`src/design/egs_cfg.svh`:
```
`ifndef EGS_CFG_SVH
`define EGS_CFG_SVH

`define EGS_FUNC_GEAR 16'h0001
`define EGS_FUNC_CAM 16'h0002
`define EGS_IN_PULSE_GEN 4'h0
`define EGS_INTEG_NONE 4'h0
`define EGS_CYCLE_TIME_US 2000
`define EGS_CLK_MHZ 100
`define EGS_CYCLE_CLKS (`EGS_CYCLE_TIME_US * `EGS_CLK_MHZ)
`define EGS_AXES 4
`define EGS_TASKS 2
`define EGS_ACC_FRAC 16

`endif

```
`src/design/egs_pkg.sv`:
```
package egs_pkg;
   typedef enum logic [2:0] {
      EGS_IDLE,
      EGS_RUN,
      EGS_PAUSED,
      EGS_HALTED,
      EGS_CHECK
   } egs_state_t;

   typedef enum logic [1:0] {
      EGS_MODE_STOP,
      EGS_MODE_PASS,
      EGS_MODE_INPOS_OFF
   } egs_opmode_t;
endpackage : egs_pkg

```
`src/design/egs_gear_supervisor.sv`:
```
`timescale 1ns/1ps

`include "egs_cfg.svh"

module egs_gear_supervisor
   import egs_pkg::*;
(
   input wire logic mclk_in, // System clock.
   input wire logic rst_n_in, // Synchronous reset, active low.
   input wire logic cycle_tick_in, // Control cycle strobe.
   input wire logic start_in, // Start gear command pulse.
   input wire logic cancel_in, // Gear/cam cancel command pulse.
   input wire logic opt_end_in, // Optional end command pulse.
   input wire logic forced_end_in, // Forced block end pulse.
   input wire logic pause_in, // Pause request level.
   input wire logic servo_unlock_in, // Servo unlock level.
   input wire logic servo_error_in, // Servo error level.
   input wire logic [1:0] op_mode_in, // Operating mode.
   input wire logic [15:0] func_num_in, // Operand: function number.
   input wire logic [3:0] input_axis_in, // Operand: input axis code.
   input wire logic [3:0] integ_axis_in, // Operand: integrated axis.
   input wire logic [15:0] ratio_num_in, // Operand: ratio numerator.
   input wire logic [15:0] ratio_den_in, // Operand: ratio denominator.
   input wire logic [1:0] op_axis_in, // Operating axis index.
   input wire logic op_task_in, // Owning task.
   input wire logic cam_active_in, // Cam running on operating axis.
   input wire logic [15:0] pulse_gen_delta_in, // Pulse generator count.
   input wire logic pulse_gen_sync_enc_in, // Input is sync encoder.
   input wire logic [15:0] enc_delta_in, // Encoder delta, x4 pulses.
   input wire logic [15:0] axis_delta_in, // Other axis source delta.
   input wire logic [15:0] integ_delta_in, // Integrated axis delta.
   input wire logic limit_cw_in, // Clockwise limit input.
   input wire logic limit_ccw_in, // Counterclockwise limit input.
   input wire logic estop_in, // Emergency stop input.
   input wire logic drv_alarm_in, // Servo driver alarm input.
   input wire logic system_error_in, // System-level error.
   input wire logic [`EGS_TASKS-1:0] task_error_in, // Per task error.
   input wire logic [`EGS_AXES-1:0] axis_error_in, // Per axis error.
   input wire logic soft_limit_set_in, // Software limits configured.
   input wire logic origin_set_in, // Origin established.
   input wire logic [31:0] soft_limit_cw_in, // Clockwise soft limit.
   input wire logic [31:0] soft_limit_ccw_in, // Counterclockwise limit.
   input wire logic [15:0] max_feed_in, // Max pulses per cycle.
   input wire logic [15:0] backlash_in, // Backlash pulses.
   input wire logic in_position_in, // Drive reports in position.
   output logic [15:0] cmd_delta_out, // Command pulses this cycle.
   output logic cmd_valid_out, // Command pulses are live.
   output logic [31:0] cmd_pos_out, // Accumulated command position.
   output logic gear_busy_out, // Axis operating flag.
   output logic pos_done_out, // Positioning completed flag.
   output logic block_advance_out, // Next block may run.
   output logic override_disable_out, // Feed override disabled.
   output logic err_cw_out, // Clockwise overtravel error.
   output logic err_ccw_out, // Counterclockwise overtravel error.
   output logic err_estop_out, // Emergency stop input error.
   output logic err_alarm_out, // Driver alarm input error.
   output logic err_soft_limit_out, // Software limit error.
   output logic err_ratio_ovf_out, // Ratio overflow error.
   output logic err_operand_out, // Bad operand or cam conflict.
   output logic resume_ok_out // Paused gear may continue.
);

   ////////////////////////////////////////////////////////////////////////
   egs_state_t state_q;
   logic [31:0] acc_q;
   logic [31:0] pause_pos_q;
   logic [15:0] backlash_left_q;
   logic dir_neg_q;
   logic [15:0] src_delta;
   logic [31:0] scaled;
   logic signed [31:0] step;
   logic signed [31:0] step_bl;
   logic signed [31:0] next_pos;
   logic [15:0] step_abs;
   logic [`EGS_TASKS-1:0] task_hit;
   logic [`EGS_AXES-1:0] axis_use;
   logic stop_now;
   logic ovf;
   logic soft_hit;
   logic operand_ok;
   logic always_check;
   logic mode_check;

   // Source selection; the pulse generator is input code zero.
   always_comb
   begin
      if (input_axis_in == `EGS_IN_PULSE_GEN)
      begin
         src_delta = pulse_gen_sync_enc_in ? enc_delta_in
                                           : pulse_gen_delta_in;
      end
      else
      begin
         src_delta = axis_delta_in;
      end
   end

   // Only the ratio pair scales the source; unit and pulse rate unused.
   always_comb
   begin
      scaled = $signed(src_delta) * $signed(ratio_num_in);
      step = (ratio_den_in == 16'h0000) ? 32'sh0
           : $signed(scaled) / $signed({16'h0000, ratio_den_in});
      if (integ_axis_in != `EGS_INTEG_NONE)
      begin
         step = step + $signed({{16{integ_delta_in[15]}}, integ_delta_in});
      end
      step_abs = step[31] ? 16'(-step) : step[15:0];
   end

   // Backlash is inserted whenever the gear reverses direction.
   // It is paid out once, on the tick after the reversal is seen.
   always_comb
   begin
      step_bl = step;
      if (backlash_left_q != 16'h0000)
      begin
         step_bl = dir_neg_q ? step - $signed({16'h0000, backlash_left_q})
                             : step + $signed({16'h0000, backlash_left_q});
      end
      next_pos = $signed(acc_q) + step;
   end

   // Overflow and soft limits judge the step this cycle would take.
   assign ovf = (step_abs > max_feed_in);
   assign soft_hit = soft_limit_set_in && origin_set_in &&
      ((next_pos > $signed(soft_limit_cw_in)) ||
       (next_pos < $signed(soft_limit_ccw_in)));

   // Axes this task touches: operating, input and integrated axis.
   genvar gi;
   generate
      for (gi = 0; gi < `EGS_AXES; gi++)
      begin : g_use
         assign axis_use[gi] = (op_axis_in == 2'(gi)) ||
            (input_axis_in == 4'(gi + 1)) ||
            (integ_axis_in == 4'(gi + 1));
      end
      for (gi = 0; gi < `EGS_TASKS; gi++)
      begin : g_task
         assign task_hit[gi] = task_error_in[gi] &&
            (op_task_in == 1'(gi));
      end
   endgenerate

   // Each of these ends motion in the cycle it is seen, with no ramp.
   assign stop_now = limit_cw_in || limit_ccw_in || estop_in ||
      drv_alarm_in || system_error_in || (|task_hit) ||
      (|(axis_error_in & axis_use)) || ovf || soft_hit ||
      servo_error_in || servo_unlock_in || forced_end_in;

   // A start is refused for a wrong function, a busy cam or a zero ratio denominator.
   assign operand_ok = (func_num_in == `EGS_FUNC_GEAR) &&
      !cam_active_in && (ratio_den_in != 16'h0000);

   // Forced end and servo faults seen while running wait for in-position in any mode; pause alone goes to paused.
   assign always_check = forced_end_in || pause_in ||
      servo_error_in || servo_unlock_in;
   assign mode_check = (cancel_in || opt_end_in) &&
      (op_mode_in != EGS_MODE_INPOS_OFF);

   ////////////////////////////////////////////////////////////////////////
   always_ff @(posedge mclk_in)
   begin
      if (!rst_n_in)
      begin
         state_q <= EGS_IDLE;
      end
      else
      begin
         unique case (state_q)
            EGS_IDLE:
            begin
               if (start_in && operand_ok)
               begin
                  state_q <= EGS_RUN;
               end
            end
            EGS_RUN:
            begin
               if (stop_now)
               begin
                  state_q <= always_check ? EGS_CHECK : EGS_HALTED;
               end
               else if (pause_in)
               begin
                  state_q <= EGS_PAUSED;
               end
               else if (cancel_in || opt_end_in)
               begin
                  state_q <= mode_check ? EGS_CHECK : EGS_IDLE;
               end
            end
            EGS_PAUSED:
            begin
               if (stop_now)
               begin
                  state_q <= EGS_HALTED;
               end
               else if (!pause_in && resume_ok_out)
               begin
                  state_q <= EGS_RUN;
               end
               else if (cancel_in)
               begin
                  state_q <= EGS_IDLE;
               end
            end
            EGS_CHECK:
            begin
               if (in_position_in)
               begin
                  state_q <= EGS_IDLE;
               end
            end
            EGS_HALTED:
            begin
               if (cancel_in)
               begin
                  state_q <= EGS_IDLE;
               end
            end
         endcase
      end
   end

   // Valid output is gated combinationally so a stop acts this cycle; the delta clears at the next edge.
   always_ff @(posedge mclk_in)
   begin
      if (!rst_n_in)
      begin
         acc_q <= 32'h0;
         cmd_delta_out <= 16'h0;
         backlash_left_q <= 16'h0;
         dir_neg_q <= 1'b0;
      end
      else if (state_q == EGS_RUN && cycle_tick_in && !stop_now &&
               !pause_in)
      begin
         acc_q <= 32'(next_pos);
         cmd_delta_out <= step_bl[15:0];
         if (step != 32'sh0 && step[31] != dir_neg_q)
         begin
            dir_neg_q <= step[31];
            backlash_left_q <= backlash_in;
         end
         else
         begin
            backlash_left_q <= 16'h0;
         end
      end
      else if (cycle_tick_in || stop_now)
      begin
         cmd_delta_out <= 16'h0;
      end
   end
   assign cmd_pos_out = acc_q;
   assign cmd_valid_out = (state_q == EGS_RUN) && !stop_now &&
      !pause_in;

   // Position at pause is kept; resume only if the axis did not move.
   always_ff @(posedge mclk_in)
   begin
      if (!rst_n_in)
      begin
         pause_pos_q <= 32'h0;
      end
      else if (state_q == EGS_RUN && pause_in)
      begin
         pause_pos_q <= acc_q;
      end
   end
   assign resume_ok_out = (state_q == EGS_PAUSED) &&
      (pause_pos_q == acc_q);

   // Sticky error flags; a new start clears them, except err_operand_out, which takes the start's operand check.
   always_ff @(posedge mclk_in)
   begin
      if (!rst_n_in)
      begin
         err_cw_out <= 1'b0;
         err_ccw_out <= 1'b0;
         err_estop_out <= 1'b0;
         err_alarm_out <= 1'b0;
         err_soft_limit_out <= 1'b0;
         err_ratio_ovf_out <= 1'b0;
         err_operand_out <= 1'b0;
      end
      else if (state_q == EGS_RUN)
      begin
         err_cw_out <= err_cw_out | limit_cw_in;
         err_ccw_out <= err_ccw_out | limit_ccw_in;
         err_estop_out <= err_estop_out | estop_in;
         err_alarm_out <= err_alarm_out | drv_alarm_in;
         err_soft_limit_out <= err_soft_limit_out | soft_hit;
         err_ratio_ovf_out <= err_ratio_ovf_out | ovf;
      end
      else if (state_q == EGS_IDLE && start_in)
      begin
         err_cw_out <= 1'b0;
         err_ccw_out <= 1'b0;
         err_estop_out <= 1'b0;
         err_alarm_out <= 1'b0;
         err_soft_limit_out <= 1'b0;
         err_ratio_ovf_out <= 1'b0;
         err_operand_out <= !operand_ok;
      end
   end

   // Busy covers running and paused, as the axis is still owned.
   assign gear_busy_out = (state_q == EGS_RUN) || (state_q == EGS_PAUSED);
   assign pos_done_out = (state_q == EGS_IDLE);
   assign override_disable_out = gear_busy_out;
   // A gear in stop mode runs forever, so the next block must wait.
   assign block_advance_out = (state_q == EGS_IDLE) ||
      ((op_mode_in != EGS_MODE_STOP) && gear_busy_out);

endmodule : egs_gear_supervisor

```
`config.mk`:
```
export PLATFORM = sky130hd
export DESIGN_NAME = egs_gear_supervisor
export DESIGN_NICKNAME = d
export VERILOG_FILES = /design/src/design/egs_pkg.sv /design/src/design/egs_gear_supervisor.sv
export VERILOG_INCLUDE_DIRS = /design/src /design/src/design
export SDC_FILE = /design/constraint.sdc
export NUM_CORES = 2
export LEC_CHECK = 0
export BUFFER_PORTS_ARGS = -buffer_cell sky130_fd_sc_hd__buf_2
export CORE_ASPECT_RATIO = 1.25
export CORE_MARGIN = 2
export CORE_UTILIZATION = 25
export DETAILED_ROUTE_END_ITERATION = 8
export PLACE_DENSITY = 0.4
export SKIP_LAST_GASP = 1
export SLEW_MARGIN = 30
export SYNTH_ARGS = -nofsm -noshare
export SYNTH_HDL_FRONTEND = slang
export SYNTH_SLANG_ARGS = --single-unit
```
`constraint.sdc`:
```
create_clock -name mclk_in -period 379.9 [get_ports mclk_in]
set_input_delay 75.98 -clock mclk_in [delete_from_list [all_inputs] [get_ports mclk_in]]
set_output_delay 75.98 -clock mclk_in [all_outputs]
set_load 0.02 [all_outputs]
```
==> key figures <==
Synthesis
  – Yosys reg bits: 107
  – Post-synthesis compound-gate area fraction: 25.5%
  – Cells after synthesis: 5997
  – Ys Warns: 0
  – Post-Syn Nets: 7146
  – Post-synthesis mux area share: under 10%
  – Post-Synth XOR/XNOR Area: 8.19%
  – Synth Flop Type: dfxtp_1
  – Post-synth ARST share: 0%
  – Largest family of logic cells by synthesized area: adder cells
  – Synth Area in Adders: 29.7%
  – Synth Area in Simple Gates: 22.1%
  – EDFF count, synth: 0
  – Synth Area per Inst: 7.46 um^2
  – Register area share after synthesis: approximately 4.8%
  – Synth cell types: roughly 140
  – Synthesized cell area: 0.0447 mm^2

Placement
  – Area after DPL: 0.0493 mm^2
  – DP HPWL: roughly 150000 um
  – Gpl congestion: 0.928
  – Buffers on Ports: roughly 310

Min path
  – HP Class: flip-flop to flip-flop

Detailed routing
  – Number of nets with antenna violations after routing: 0
  – Post-DR vias/cell: 5.10
  – Met3 wire len: 5690 um
  – Routed wl met2: 87100 um
  – DRT Wirelength: between 150000 and 200000 um
  – # DRC: 0
  – DR pass1 iterations: 5
  – Top Metal Used: met5
  – Routed length per instance: 20.5 um
  – Initial detailed-routing violation count: 2213
  – Via count: 43800
  – Wl on met1: 76500 um

Critical path
  – CP Capture Type: primary output
  – Most common cell on crit path: o21a_1
  – Critical Path AT: 199.83 ns
  – CP max FO: 37
  – Worst Path Required: 303.92 ns
  – CP startpoint kind: input port
  – CP max stage cell: a2111oi_1
  – Kind of critical path: input port to primary output
  – Slowest stage delay, CP: 0.85 ns

Die
  – Row count: 173
  – Total core area: 0.178 mm^2
  – Die width: 382 um
  – I/O Pins: 308
  – Starting Density: 25.2%
  – Die Y: 477 um
  – Die ar.: 0.182 mm^2

Clocking
  – Clock sinks: 107
  – Clk_lat worst skew: 0.37 ns
  – Post-CTS setup buffer count: 0
  – CTS tree: done
  – Clock Root Buffer: clkbuf_16
  – CTS Hold Bufs: 0
  – CTS clock-pin slew for the worst setup and hold paths: 0.08 ns
  – Bufs on Longest Clock Path: 2
  – Post-cts sizing count: 0
  – H-tree depth: 3
  – CTS Buf Count: 9

Layout
  – Most frequent cells in the layout: ha_1, nand2_1, inv_1
  – Most common cell after layout, fill and taps aside: ha_1
  – Fraction of layout cells with a size suffix above 1: 11.2%
  – Area of the multi-input gates: 0.0399 mm^2
  – Fill count: 19500
  – Register area: 0.00214 mm^2
  – Layout Nets: 7371
  – Layout overhead on the synthesized area: 11.0%
  – Final instance area: 0.0497 mm^2

Global route
  – Total Routing Usage GR: 18.9%
  – Vias in the first global route: 44600
  – Grt total ovfl: 0
  – First-pass GRT wire length: between 200000 and 300000 um
  – Initial antenna violation count: 18
  – Largest net degree at the start of global routing: around 80

Timing
  – Worst Max-Slew Pin Slew: 0.955 ns
  – Setup TNS: 0 ns
  – Final setup fails: 0
  – Final Max Slew Viols: 0
  – Fmax achieved: approximately 0.0036 GHz
  – Slew HR: 36.3%
  – Period utilisation layout: 72.6%
  – Hold Vio Cnt, Final: 0
  – RSZ-0062 raised after global routing: no
  – Post-Route Skew: 0.00654 ns
  – Clock period minus worst slack: 275.81 ns

Run
  – Max Cap Violations: 0

Status
  – Status: complete, no violations
==> final timing paths <==
| check | startpoint | endpoint | slack [ns] | depth (start not counted) |
|---|---|---|---|---|
| worst max-delay path | input_axis_in[1] | cmd_valid_out | 104.09 | 532 |
| worst min-delay path | err_estop_out | err_estop_out | 0.47 | 2 |
| worst max register to register | cmd_pos_out[1] | backlash_left_q[12] | 368.92 | 49 |
| worst min register to register | err_estop_out | err_estop_out | 0.47 | 2 |
==> cells in the mapped netlist, types with 148 or more instances <==
library cell  count  area, um^2
xor2_1          151        1320
nor2_1          459        1720
o21ai_0         180         901
o21a_1          251        1880
inv_1           549        2060
clkbuf_1        148         556
fa_1            265        5310
ha_1            637        7970
and2_1          169        1060
a21oi_1         480        2400
nand2_1         622        2330
nor3_1          262        1310
xnor2_1         258        2260
==> stage by stage <==
step	hold WS (ns)	setup slack, ns	util (%)	cells
CTS	0.469	103.94	27.9	8588
global route	0.486	93.75	27.9	8591
global placement	0.446	105.68	27.7	8570
detailed placement	0.450	104.29	27.8	8572
finish	0.467	104.09	27.9	8594
floorplan	0.448	116.69	-	5997
==> cells by family after synthesis <==
group,count (synthesis)
AOI/OAI and AO/OA,1671
DFF,107
xor gates and xnor gates,413
and+or+nand+nor,2025
adders and majority gates,902
muxes,140
buffers and inverters,739
==> metal layers <==
layer | vias up | global-route usage, %
li1 | 21800 | -
met1 | 20800 | 23.0
met2 | 864 | 34.6
met3 | 240 | 1.47
met4 | 14 | 6.21
met5 | - | 0
==> critical path: cells and delay by family <==
family,cells,cell delay [ns]
AO/OA/AOI/OAI,323,71.23
buffers and inverters,37,7.40
XOR/XNOR,5,1.29
adder cells (fa/ha/maj),42,14.23
AND/OR/NAND/NOR,116,26.40
multiplexers,9,2.99
==> layout make-up <==
cell class	count	area share, %
inverters	552	4.17
multi-input cells	5151	80.4
well taps	2362	5.95
repair buffers	401	4.57
diodes	5	0.0252
clock inverters	7	0.106
clock buffers	9	0.454
flip-flops and latches	107	4.31
==> registers in the layout, summed over array words and instances (netlist names) <==
signal,cells
err_cw_out,1
cmd_delta_out,16
dir_neg_q,1
err_alarm_out,1
err_estop_out,1
err_ccw_out,1
backlash_left_q,16
state_q,3
err_ratio_ovf_out,1
err_operand_out,1
cmd_pos_out,32
err_soft_limit_out,1
pause_pos_q,32
Power is not shown: default switching activity piles up to over one toggle a cycle in this logic, so the estimate is an artifact.
